==> config.mk <==
export PLATFORM = sky130hd
export DESIGN_NAME = cpm_monitor
export DESIGN_NICKNAME = d
export VERILOG_FILES = /design/src/rtl/cpm_pkg.sv /design/src/rtl/cpm_monitor.sv
export SDC_FILE = /design/constraint.sdc
export NUM_CORES = 1
export LEC_CHECK = 0
export BUFFER_PORTS_ARGS = -buffer_cell sky130_fd_sc_hd__buf_4
export CAP_MARGIN = 20
export CORE_MARGIN = 2
export CORE_UTILIZATION = 52
export DETAILED_ROUTE_END_ITERATION = 10
export MAX_ROUTING_LAYER = met4
export PLACE_DENSITY = 0.81
export REMOVE_ABC_BUFFERS = 1
export SETUP_SLACK_MARGIN = 0.3
export SLEW_MARGIN = 10
export SYNTH_ARGS = -nofsm -noshare
export SYNTH_HDL_FRONTEND = slang
export SYNTH_SLANG_ARGS = --single-unit
==> constraint.sdc <==
create_clock -name clk_sys_in -period 2.4 [get_ports clk_sys_in]
set_clock_uncertainty 0.2 [all_clocks]
set_input_delay 0.24 -clock clk_sys_in [delete_from_list [all_inputs] [get_ports clk_sys_in]]
set_output_delay 0.24 -clock clk_sys_in [all_outputs]
set_load 0.005 [all_outputs]
==> src/rtl/cpm_pkg.sv <==
/*
 Constants, types and register map of the charge protection event monitor.
 Assumes measurement codes arrive already scaled: volts times 10.13, amps times 7.75.
*/
package cpm_pkg;
	localparam int VW = 13;
	localparam int NSRC = 17;
	// Battery and solar voltage limits and current limits as raw codes
	localparam logic [12:0] BV_ULTRA_48 = 13'h0cb;
	localparam logic [12:0] BV_ULTRA_120 = 13'h260;
	localparam logic [12:0] BV_LOW_48 = 13'h0cb;
	localparam logic [12:0] BV_LOW_120 = 13'h1fb;
	localparam logic [12:0] BV_OVD_48 = 13'h27e;
	localparam logic [12:0] BV_OVD_120 = 13'h63b;
	localparam logic [12:0] BV_OVI_48 = 13'h288;
	localparam logic [12:0] BV_OVI_120 = 13'h655;
	localparam logic [12:0] PV_OV = 13'h13c9;
	localparam logic [12:0] PV1_OC = 13'h0c2;
	localparam logic [12:0] OUTA_OC = 13'h193;
	// State of charge in percent
	localparam logic [6:0] SOC_25 = 7'h19;
	localparam logic [6:0] SOC_50 = 7'h32;
	localparam logic [6:0] SOC_75 = 7'h4b;
	localparam logic [6:0] SOC_HYST = 7'h0a;
	localparam logic [6:0] SOC_STEP = 7'h0a;
	localparam logic [3:0] STEP_MAX = 4'ha;
	// Over-voltage dwell time
	localparam longint OV_DELAY_S = 60;
	localparam longint CLK_HZ = 125000000;
	// Event numbers
	localparam logic [4:0] EV_MODE = 5'h04;
	localparam logic [4:0] EV_CHFAIL = 5'h05;
	localparam logic [4:0] EV_DIAG = 5'h06;
	localparam logic [4:0] EV_ADC = 5'h08;
	localparam logic [4:0] EV_ULTRA = 5'h09;
	localparam logic [4:0] EV_PV1OC = 5'h0a;
	localparam logic [4:0] EV_PVOV = 5'h0b;
	localparam logic [4:0] EV_OUTAOC = 5'h0c;
	localparam logic [4:0] EV_LOWSOC = 5'h0d;
	localparam logic [4:0] EV_LOWBAT = 5'h0e;
	localparam logic [4:0] EV_SURGE = 5'h0f;
	localparam logic [4:0] EV_BATOV = 5'h10;
	// Mode event data codes
	localparam logic [12:0] MD_A_ON = 13'h001;
	localparam logic [12:0] MD_A_OFF = 13'h002;
	localparam logic [12:0] MD_B_ON = 13'h003;
	localparam logic [12:0] MD_B_OFF = 13'h004;
	localparam logic [12:0] MD_A_OPEN = 13'h00a;
	localparam logic [12:0] MD_B_OPEN = 13'h00b;
	// Channel-off sources start as already seen
	localparam logic [16:0] COND_RST = 17'h0000a;
	// Register map
	localparam logic [3:0] REG_CTRL = 4'h0;
	localparam logic [3:0] REG_STAT = 4'h4;
	localparam logic [3:0] REG_EVT = 4'h8;
	localparam logic [3:0] STEP_RST = 4'h2;
	localparam logic [6:0] RECON_RST = 7'h23;
	typedef struct packed {
		logic [12:0] batt_v;
		logic [12:0] pv_a_v;
		logic [12:0] pv_b_v;
		logic [12:0] pv1_i;
		logic [12:0] outa_i;
		logic [12:0] vref;
		logic [6:0] soc;
	} cpm_meas_t;
	typedef struct packed {
		logic [4:0] num;
		logic [12:0] data;
	} cpm_evt_t;
	typedef struct packed {
		logic batt_open;
		logic load_open;
		logic shutdown;
		logic alarm;
		logic ilim;
	} cpm_act_t;
	typedef enum logic [1:0] {ST_BOOT, ST_RUN, ST_HALT} cpm_state_t;
endpackage

==> src/rtl/cpm_monitor.sv <==
/*
 Charge protection event monitor: limit checks, event queue, protective latches,
 classic Wishbone register slave.
 Assumes measurements and channel/PWM flags come from logic on clk_sys_in;
 sense pins, self-check pins and switches are asynchronous and synchronised here.
*/
`timescale 1ns/1ps
`default_nettype none
module cpm_monitor #(
	parameter logic [32:0] OV_DLY_CYC = 33'(cpm_pkg::OV_DELAY_S * cpm_pkg::CLK_HZ),
	parameter logic [12:0] VREF_LO = 13'h0800,
	parameter logic [12:0] VREF_HI = 13'h0a00
) (
	input wire logic clk_sys_in,
	input wire logic rst_b_in,
	input wire logic wb_cyc_in,
	input wire logic wb_stb_in,
	input wire logic wb_we_in,
	input wire logic [3:0] wb_adr_in,
	input wire logic [3:0] wb_sel_in,
	input wire logic [31:0] wb_dat_in,
	output logic [31:0] wb_dat_out,
	output logic wb_ack_out,
	input wire cpm_pkg::cpm_meas_t meas_in,
	input wire logic cha_on_in,
	input wire logic chb_on_in,
	input wire logic pwm_min_in,
	input wire logic batt_open_in,
	input wire logic hw_trip_in,
	input wire logic fuse_open_in,
	input wire logic diag_done_in,
	input wire logic diag_fail_in,
	input wire logic [1:0] dip_in,
	output logic evt_valid_out,
	output cpm_pkg::cpm_evt_t evt_out,
	output cpm_pkg::cpm_act_t act_out
);
	function automatic logic [12:0] pick(input logic m120, input logic [12:0] a, input logic [12:0] b);
		pick = m120 ? b : a;
	endfunction
	function automatic logic is_reg(input logic [3:0] adr, input logic [3:0] off);
		is_reg = (adr[3:2] == off[3:2]);
	endfunction
	function automatic logic [4:0] src_num(input int k);
		case (k)
			0, 1, 2, 3, 4, 5: src_num = cpm_pkg::EV_MODE;
			6: src_num = cpm_pkg::EV_CHFAIL;
			7: src_num = cpm_pkg::EV_DIAG;
			8: src_num = cpm_pkg::EV_ADC;
			9: src_num = cpm_pkg::EV_ULTRA;
			10: src_num = cpm_pkg::EV_PV1OC;
			11: src_num = cpm_pkg::EV_PVOV;
			12: src_num = cpm_pkg::EV_OUTAOC;
			13: src_num = cpm_pkg::EV_LOWSOC;
			14: src_num = cpm_pkg::EV_LOWBAT;
			15: src_num = cpm_pkg::EV_SURGE;
			default: src_num = cpm_pkg::EV_BATOV;
		endcase
	endfunction
	function automatic logic [12:0] src_data(input int k, input cpm_pkg::cpm_meas_t m);
		case (k)
			0: src_data = cpm_pkg::MD_A_ON;
			1: src_data = cpm_pkg::MD_A_OFF;
			2: src_data = cpm_pkg::MD_B_ON;
			3: src_data = cpm_pkg::MD_B_OFF;
			4: src_data = cpm_pkg::MD_A_OPEN;
			5: src_data = cpm_pkg::MD_B_OPEN;
			8: src_data = m.vref;
			9, 14, 16: src_data = m.batt_v;
			10: src_data = m.pv1_i;
			11: src_data = (m.pv_a_v > m.pv_b_v) ? m.pv_a_v : m.pv_b_v;
			12: src_data = m.outa_i;
			13: src_data = {6'h00, m.soc};
			default: src_data = 13'h0000;
		endcase
	endfunction
	function automatic logic [4:0] first_idx(input logic [16:0] p);
		first_idx = 5'h00;
		for (int i = cpm_pkg::NSRC - 1; i >= 0; i--) begin
			if (p[i]) begin
				first_idx = 5'(i);
			end
		end
	endfunction

	// Pin synchronisers
	logic [6:0] sync1;
	logic [6:0] sync2;
	always_ff @(posedge clk_sys_in or negedge rst_b_in) begin
		if (!rst_b_in) begin
			sync1 <= 7'h00;
			sync2 <= 7'h00;
		end else begin
			sync1 <= {dip_in, diag_fail_in, diag_done_in, fuse_open_in, hw_trip_in, batt_open_in};
			sync2 <= sync1;
		end
	end
	logic batt_open;
	logic hw_trip;
	logic fuse_open;
	logic diag_done;
	logic diag_fail;
	logic [1:0] dip;
	assign {dip, diag_fail, diag_done, fuse_open, hw_trip, batt_open} = sync2;

	// Wishbone slave
	logic m120;
	logic ext;
	logic restart;
	logic [3:0] step;
	logic [6:0] recon;
	logic wr;
	assign wr = wb_cyc_in & wb_stb_in & wb_we_in & ~wb_ack_out;
	always_ff @(posedge clk_sys_in or negedge rst_b_in) begin
		if (!rst_b_in) begin
			wb_ack_out <= 1'b0;
		end else begin
			wb_ack_out <= wb_cyc_in & wb_stb_in & ~wb_ack_out;
		end
	end
	always_ff @(posedge clk_sys_in or negedge rst_b_in) begin
		if (!rst_b_in) begin
			m120 <= 1'b0;
			ext <= 1'b0;
			step <= cpm_pkg::STEP_RST;
			recon <= cpm_pkg::RECON_RST;
			restart <= 1'b0;
		end else begin
			restart <= wr & is_reg(wb_adr_in, cpm_pkg::REG_CTRL) & wb_sel_in[0] & wb_dat_in[2];
			if (wr && is_reg(wb_adr_in, cpm_pkg::REG_CTRL)) begin
				if (wb_sel_in[0]) begin
					m120 <= wb_dat_in[0];
					ext <= wb_dat_in[1];
				end
				if (wb_sel_in[1]) begin
					step <= (wb_dat_in[11:8] > cpm_pkg::STEP_MAX) ? cpm_pkg::STEP_MAX : wb_dat_in[11:8];
				end
				if (wb_sel_in[2]) begin
					recon <= wb_dat_in[22:16];
				end
			end
		end
	end

	// Limit comparisons
	cpm_pkg::cpm_state_t state;
	logic [32:0] ov_cnt;
	logic soc_low;
	logic [6:0] soc_thr;
	logic [6:0] soc_hi;
	logic c_ultra;
	logic c_low;
	logic c_ovd;
	logic c_ovi;
	logic c_pvov;
	logic c_pv1oc;
	logic c_outaoc;
	logic c_adc;
	logic c_diag;
	logic c_batov;
	always_comb begin
		c_ultra = meas_in.batt_v < pick(m120, cpm_pkg::BV_ULTRA_48, cpm_pkg::BV_ULTRA_120);
		c_low = meas_in.batt_v < pick(m120, cpm_pkg::BV_LOW_48, cpm_pkg::BV_LOW_120);
		c_ovd = meas_in.batt_v > pick(m120, cpm_pkg::BV_OVD_48, cpm_pkg::BV_OVD_120);
		c_ovi = meas_in.batt_v > pick(m120, cpm_pkg::BV_OVI_48, cpm_pkg::BV_OVI_120);
		c_pvov = (meas_in.pv_a_v > cpm_pkg::PV_OV) | (meas_in.pv_b_v > cpm_pkg::PV_OV);
		c_pv1oc = meas_in.pv1_i > cpm_pkg::PV1_OC;
		c_outaoc = meas_in.outa_i > cpm_pkg::OUTA_OC;
		c_adc = (meas_in.vref < VREF_LO) | (meas_in.vref > VREF_HI);
		c_diag = (state == cpm_pkg::ST_BOOT) & diag_done & diag_fail;
		c_batov = c_ovi | (ov_cnt == OV_DLY_CYC);
		if (ext) begin
			soc_thr = 7'(step * cpm_pkg::SOC_STEP);
			soc_hi = recon;
		end else begin
			case (dip)
				2'b01: soc_thr = cpm_pkg::SOC_50;
				2'b10: soc_thr = cpm_pkg::SOC_75;
				default: soc_thr = cpm_pkg::SOC_25;
			endcase
			soc_hi = soc_thr + cpm_pkg::SOC_HYST;
		end
	end
	// Dwell counter, saturates at the limit
	always_ff @(posedge clk_sys_in or negedge rst_b_in) begin
		if (!rst_b_in) begin
			ov_cnt <= 33'h0;
		end else if (!c_ovd) begin
			ov_cnt <= 33'h0;
		end else if (ov_cnt != OV_DLY_CYC) begin
			ov_cnt <= ov_cnt + 33'h1;
		end
	end
	// Charge hysteresis
	always_ff @(posedge clk_sys_in or negedge rst_b_in) begin
		if (!rst_b_in) begin
			soc_low <= 1'b0;
		end else if (meas_in.soc <= soc_thr) begin
			soc_low <= 1'b1;
		end else if (meas_in.soc >= soc_hi) begin
			soc_low <= 1'b0;
		end
	end

	// Event sources, capture and queue
	logic [16:0] cond;
	logic [16:0] cond_q;
	logic [16:0] rise;
	logic [16:0] pend;
	logic [16:0] grant;
	logic [12:0] data_q [cpm_pkg::NSRC];
	logic [4:0] gidx;
	logic [7:0] evt_cnt;
	assign cond = {c_batov, fuse_open, c_low, soc_low, c_outaoc, c_pvov, c_pv1oc, c_ultra, c_adc,
		c_diag, hw_trip, batt_open & chb_on_in, batt_open & cha_on_in, ~chb_on_in, chb_on_in,
		~cha_on_in, cha_on_in};
	assign rise = cond & ~cond_q;
	assign grant = pend & (~pend + 17'h1);
	assign gidx = first_idx(pend);
	always_ff @(posedge clk_sys_in or negedge rst_b_in) begin
		if (!rst_b_in) begin
			cond_q <= cpm_pkg::COND_RST;
			pend <= 17'h0;
		end else begin
			cond_q <= cond;
			pend <= (pend & ~grant) | rise;
		end
	end
	always_ff @(posedge clk_sys_in or negedge rst_b_in) begin
		if (!rst_b_in) begin
			for (int k = 0; k < cpm_pkg::NSRC; k++) begin
				data_q[k] <= 13'h0;
			end
		end else begin
			for (int k = 0; k < cpm_pkg::NSRC; k++) begin
				if (rise[k] && !(pend[k] && !grant[k])) begin
					data_q[k] <= src_data(k, meas_in);
				end
			end
		end
	end
	always_ff @(posedge clk_sys_in or negedge rst_b_in) begin
		if (!rst_b_in) begin
			evt_valid_out <= 1'b0;
			evt_out <= '0;
			evt_cnt <= 8'h00;
		end else begin
			evt_valid_out <= |pend;
			if (|pend) begin
				evt_out.num <= src_num(int'(gidx));
				evt_out.data <= data_q[gidx];
				evt_cnt <= evt_cnt + 8'h01;
			end
		end
	end

	// Protective latches, set wins over restart
	cpm_pkg::cpm_act_t flt;
	logic arm_trip;
	logic arm_ilim;
	logic fire_trip;
	logic fire_ilim;
	assign fire_trip = (arm_trip | c_pvov | c_outaoc) & pwm_min_in;
	assign fire_ilim = (arm_ilim | c_pv1oc) & pwm_min_in;
	always_ff @(posedge clk_sys_in or negedge rst_b_in) begin
		if (!rst_b_in) begin
			arm_trip <= 1'b0;
			arm_ilim <= 1'b0;
		end else begin
			arm_trip <= (c_pvov | c_outaoc) | (arm_trip & ~pwm_min_in & ~restart);
			arm_ilim <= c_pv1oc | (arm_ilim & ~pwm_min_in & ~restart);
		end
	end
	always_ff @(posedge clk_sys_in or negedge rst_b_in) begin
		if (!rst_b_in) begin
			flt <= '0;
		end else begin
			flt.batt_open <= c_diag | c_ultra | fire_trip | c_batov | (flt.batt_open & ~restart);
			flt.load_open <= c_batov | (flt.load_open & ~restart);
			flt.ilim <= fire_ilim | (flt.ilim & ~restart);
			flt.shutdown <= c_diag | c_ultra | fire_trip | fire_ilim | c_batov
				| (flt.shutdown & ~restart);
			flt.alarm <= c_diag | c_ultra | fire_trip | fire_ilim | c_batov
				| (flt.alarm & ~restart);
		end
	end
	always_ff @(posedge clk_sys_in or negedge rst_b_in) begin
		if (!rst_b_in) begin
			act_out <= '0;
		end else begin
			act_out <= flt;
			act_out.load_open <= flt.load_open | soc_low;
		end
	end
	always_ff @(posedge clk_sys_in or negedge rst_b_in) begin
		if (!rst_b_in) begin
			state <= cpm_pkg::ST_BOOT;
		end else begin
			case (state)
				cpm_pkg::ST_BOOT: begin
					if (diag_done) begin
						state <= diag_fail ? cpm_pkg::ST_HALT : cpm_pkg::ST_RUN;
					end
				end
				cpm_pkg::ST_RUN: begin
					if (restart) begin
						state <= cpm_pkg::ST_BOOT;
					end else if (flt.shutdown) begin
						state <= cpm_pkg::ST_HALT;
					end
				end
				cpm_pkg::ST_HALT: begin
					if (restart) begin
						state <= cpm_pkg::ST_BOOT;
					end
				end
				default: state <= cpm_pkg::ST_BOOT;
			endcase
		end
	end

	// Register read
	always_ff @(posedge clk_sys_in or negedge rst_b_in) begin
		if (!rst_b_in) begin
			wb_dat_out <= 32'h0;
		end else if (is_reg(wb_adr_in, cpm_pkg::REG_CTRL)) begin
			wb_dat_out <= {9'h0, recon, 4'h0, step, 6'h0, ext, m120};
		end else if (is_reg(wb_adr_in, cpm_pkg::REG_STAT)) begin
			wb_dat_out <= {9'h0, soc_thr, 6'h0, state == cpm_pkg::ST_HALT,
				state == cpm_pkg::ST_RUN, 1'b0, ov_cnt != 33'h0, soc_low, flt};
		end else if (is_reg(wb_adr_in, cpm_pkg::REG_EVT)) begin
			wb_dat_out <= {3'h0, evt_out.data, evt_cnt, 3'h0, evt_out.num};
		end else begin
			wb_dat_out <= 32'h0;
		end
	end
endmodule
`default_nettype wire

==> run summary <==
Outcome - finished with violations
Failing checks - setup timing
Post-synthesis async set-or-reset flop share - 100.0%
Critical path buffer and inverter count - 5
GRT overflow - 0
CTS tree - yes
Worst Setup End Kind - register
Total Wirelength - 56150 um
Initial Utilization - 52.81%
Fin crit period - 3.197 ns
Maximum clock path buffer count - 3
IO Port Bufs - 171
Vias in the first global route - 12983
R2r endpoint - evt_out[5]$_DFFE_PN0P_
Worst Max-Slew Pin Slew - 0.7098 ns
Max-cap violation count - 0
Worst R2R Start - pend[7]$_DFF_PN0_
Number of clock sinks - 270
Top cell by count, worst path - buf_4
Worst path required time - 2.63 ns
TritonCTS buffer count - 29
Maximum VDD drop - 0.5914 mV
Die width - 160.9 um
Root Buffer - clkbuf_16
Initial antenna violation count - 8
Ys Warns - 0
Crit-path cells - buf_6 -> nor4_4 -> buf_4 -> buf_6 -> o21ai_0 -> buf_4 -> nand4_1 -> nor4_2 -> buf_4 -> a221oi_2 -> o21ai_1
Final setup violation count - 159
Syn Std Cell Area - 12800 um^2
Seq/Total Area, Yosys - 52.82%
Layout area overhead - 57.45%
Vias per std cell - 6.397
P_leak - 9.530 nW
CTS clk-pin slew, worst paths - 0.07 ns
Fin util - 83.14%
Fraction of layout cells with a size suffix above 1 - 42.56%
Tcrit/Tclk final - 133.2%
Commonest cells after routing, fill and taps aside - buf_4, dfrtp_1, dlygate4sd3_1, nand2_1, mux2_4
DR WL/cell - 27.81 um
Gr usage total - 38.44%
Most common cell after layout, fill and taps aside - buf_4
Slew HR - 52.68%
Min-Delay Path Class - primary input to register
Dpl hpwl - 26290 um
RSZ-0062 raised after global routing - yes
Core area - 24250 um^2
PwrDens - 643.3 nW/um^2
Hold depth - 3
Placement Rows - 57
CP Max Fanout - 6
Final worst slack - -0.7974 ns
Mean post-synth cell area - 10.97 um^2
Top Ports - 197
Routed Antenna Nets - 0
Worst Hold Path EP - wb_dat_out[1]$_DFF_PN0_
Flop2flop setup slack - -0.80 ns
Worst EP arrival - 3.43 ns
Hold_sp - wb_adr_in[3]
Synth cell types - 73
1st-iter DRT viols - 1383
Routed vias - 12915
Placed insts - 1768
Startpoint Class - register
Final Non-Filler Cells - 2019
Main synth FF type - dfrtp_1
Nets - 1855
H-Tree Depth - 1
Post-synth EDFFs - 0
Reg2Reg Depth - 11
DR DRC count - 0
First-pass DRT Iterations - 8
Slowest-stage cell, CP - a221oi_2
Die ar. - 25900 um^2
Gpl congestion - 0.9120
Largest net degree at the start of global routing - 72
Global-route wire length before repair - 74200 um
Final Hold Fails - 0
Post-synthesis register bit count - 270
Clk_lat worst skew - 0.58 ns
Achievable Freq - 0.3128 GHz
CP max stage delay - 0.64 ns
Kind of critical path - register to register
Final Max Slew Viols - 0
Gate Count Post-Synth - 1167
Delay-heaviest family, CP - compound AO/OA/AOI/OAI gates
Chip height - 160.9 um
[worst register-to-register path: stages (launching register included)]
cell and delay [ns]:
dfrtp_1 0.45, buf_6 0.16, nor4_4 0.31, buf_4 0.17, buf_6 0.09, o21ai_0 0.13
buf_4 0.18, nand4_1 0.28, nor4_2 0.10, buf_4 0.20, a221oi_2 0.64, o21ai_1 0.13
[power by group]
group	switching [mW]	internal [mW]	total [mW]	leakage, nW
clock network	1.98	2.99	4.96	0.505
logic	1.52	1.46	2.99	5.59
registers	0.245	4.77	5.02	3.43
[how the worst max path moves through the flow]
stage	end	slack, ns	from	depth (start not counted)
floorplan	ov_cnt[0]$_DFFE_PN0P_	-1.94	m120$_DFFE_PN0P_	7
global placement	evt_out[3]$_DFFE_PN0P_	-0.36	pend[6]$_DFF_PN0_	7
detailed placement	evt_out[2]$_DFFE_PN0P_	-0.37	pend[6]$_DFF_PN0_	7
CTS	evt_out[3]$_DFFE_PN0P_	-0.21	pend[6]$_DFF_PN0_	8
global route	evt_out[5]$_DFFE_PN0P_	-0.81	pend[6]$_DFF_PN0_	9
finish	evt_out[5]$_DFFE_PN0P_	-0.80	pend[7]$_DFF_PN0_	11
[cell type report]
cell class / count / area [um^2]
Clock inverter: 10 / 185.2
Timing Repair Buffer: 499 / 4572
Clock buffer: 44 / 852.1
Fill cell: 1104 / 4088
Antenna cell: 8 / 20.02
Tap cell: 324 / 405.4
Multi-Input combinational cell: 817 / 7179
Sequential cell: 270 / 6765
Inverter: 47 / 181.4
[metrics by stage]
| stage | worst slack [ns] | TNS, ns | cell area (um^2) | hold slack (ns) | power [mW] |
|---|---|---|---|---|---|
| after floorplan | -1.940 | -96.97 | 12630 | -0.2556 | 5.860 |
| after global placement | -0.3641 | -10.17 | 15500 | 0.05647 | 6.815 |
| after global routing | -0.8066 | -36.90 | 20160 | 0.03144 | 13.24 |
| after CTS | -0.2137 | -6.175 | 19410 | 0.00007777 | 12.21 |
| final | -0.7974 | -30.29 | 20160 | 0.006589 | 12.97 |
| after detailed placement | -0.3681 | -12.09 | 15500 | 0.06154 | 6.877 |
[state kept, by name, indices dropped and copies added (netlist names), 4 cells and up]
name	flops
cond_q	17
evt_out	18
evt_cnt	8
sync1	7
pend	17
recon	7
data_q	104
wb_dat_out	28
sync2	7
ov_cnt	33
step	4
flt	5
act_out	5
[metal layers]
layer | wire length (um) | share of wire, % | global-route usage (%) | up-vias
met5 | 0 | 0 | - | -
met4 | 5288 | 9.4 | 20.41 | 0
met3 | 6682 | 12 | 7.102 | 423
met2 | 26040 | 46 | 64.46 | 1089
met1 | 18140 | 32 | 44.02 | 6278
li1 | - | - | - | 5125
[cells in the mapped netlist (3+ instances only)]
library cell	n	area (um^2)
dfrtp_1	264	6606
nor2_1	113	424.2
nand2_1	102	382.9
mux2_2	85	957.2
mux2i_1	62	620.6
o21ai_0	55	275.3
ha_1	50	625.6
a21oi_1	47	235.2
inv_1	47	176.4
nand3_1	34	170.2
xor2_1	21	183.9
nor3_1	18	90.09
xnor2_1	18	157.7
clkbuf_1	16	60.06
and2_1	15	93.84
nand2b_1	15	93.84
nand4_1	15	93.84
o22ai_1	15	93.84
a21o_1	14	105.1
nor4_1	14	87.58
nor2b_1	10	62.56
buf_2	9	45.04
buf_4	8	60.06
o21ai_1	8	40.04
and3_1	7	43.79
mux2_1	7	78.83
a221oi_1	6	52.55
dfstp_2	6	157.7
o211ai_1	6	45.04
o31ai_1	5	37.54
a211oi_1	4	30.03
a31oi_1	4	25.02
nand3b_1	4	30.03
or4_1	4	30.03
nor3b_1	3	22.52
o21a_1	3	22.52
o41ai_1	3	26.28
or2_2	3	18.77
or3_1	3	18.77
[cells by family after synthesis]
kind of cell               synth area share, %
DFF                                      52.82
muxes                                    12.94
other                                  0.02929
and+or+nand+nor                          14.02
buffers and inverters                    2.814
adders and majority gates                5.042
xor gates and xnor gates                 2.668
AOI/OAI and AO/OA                        9.664
[repair_timing]
action                                  in CTS  in global routing
gates resized for setup                    290                131
cloned                                      10                  1
endpoints found under the setup margin     163                173
endpoints found under the hold margin      376                  0
buffers inserted                            38                 17
pin swaps                                   79                 36
hold buffers                               123                  0
No activity file was read; power rests on OpenSTA's default activity.
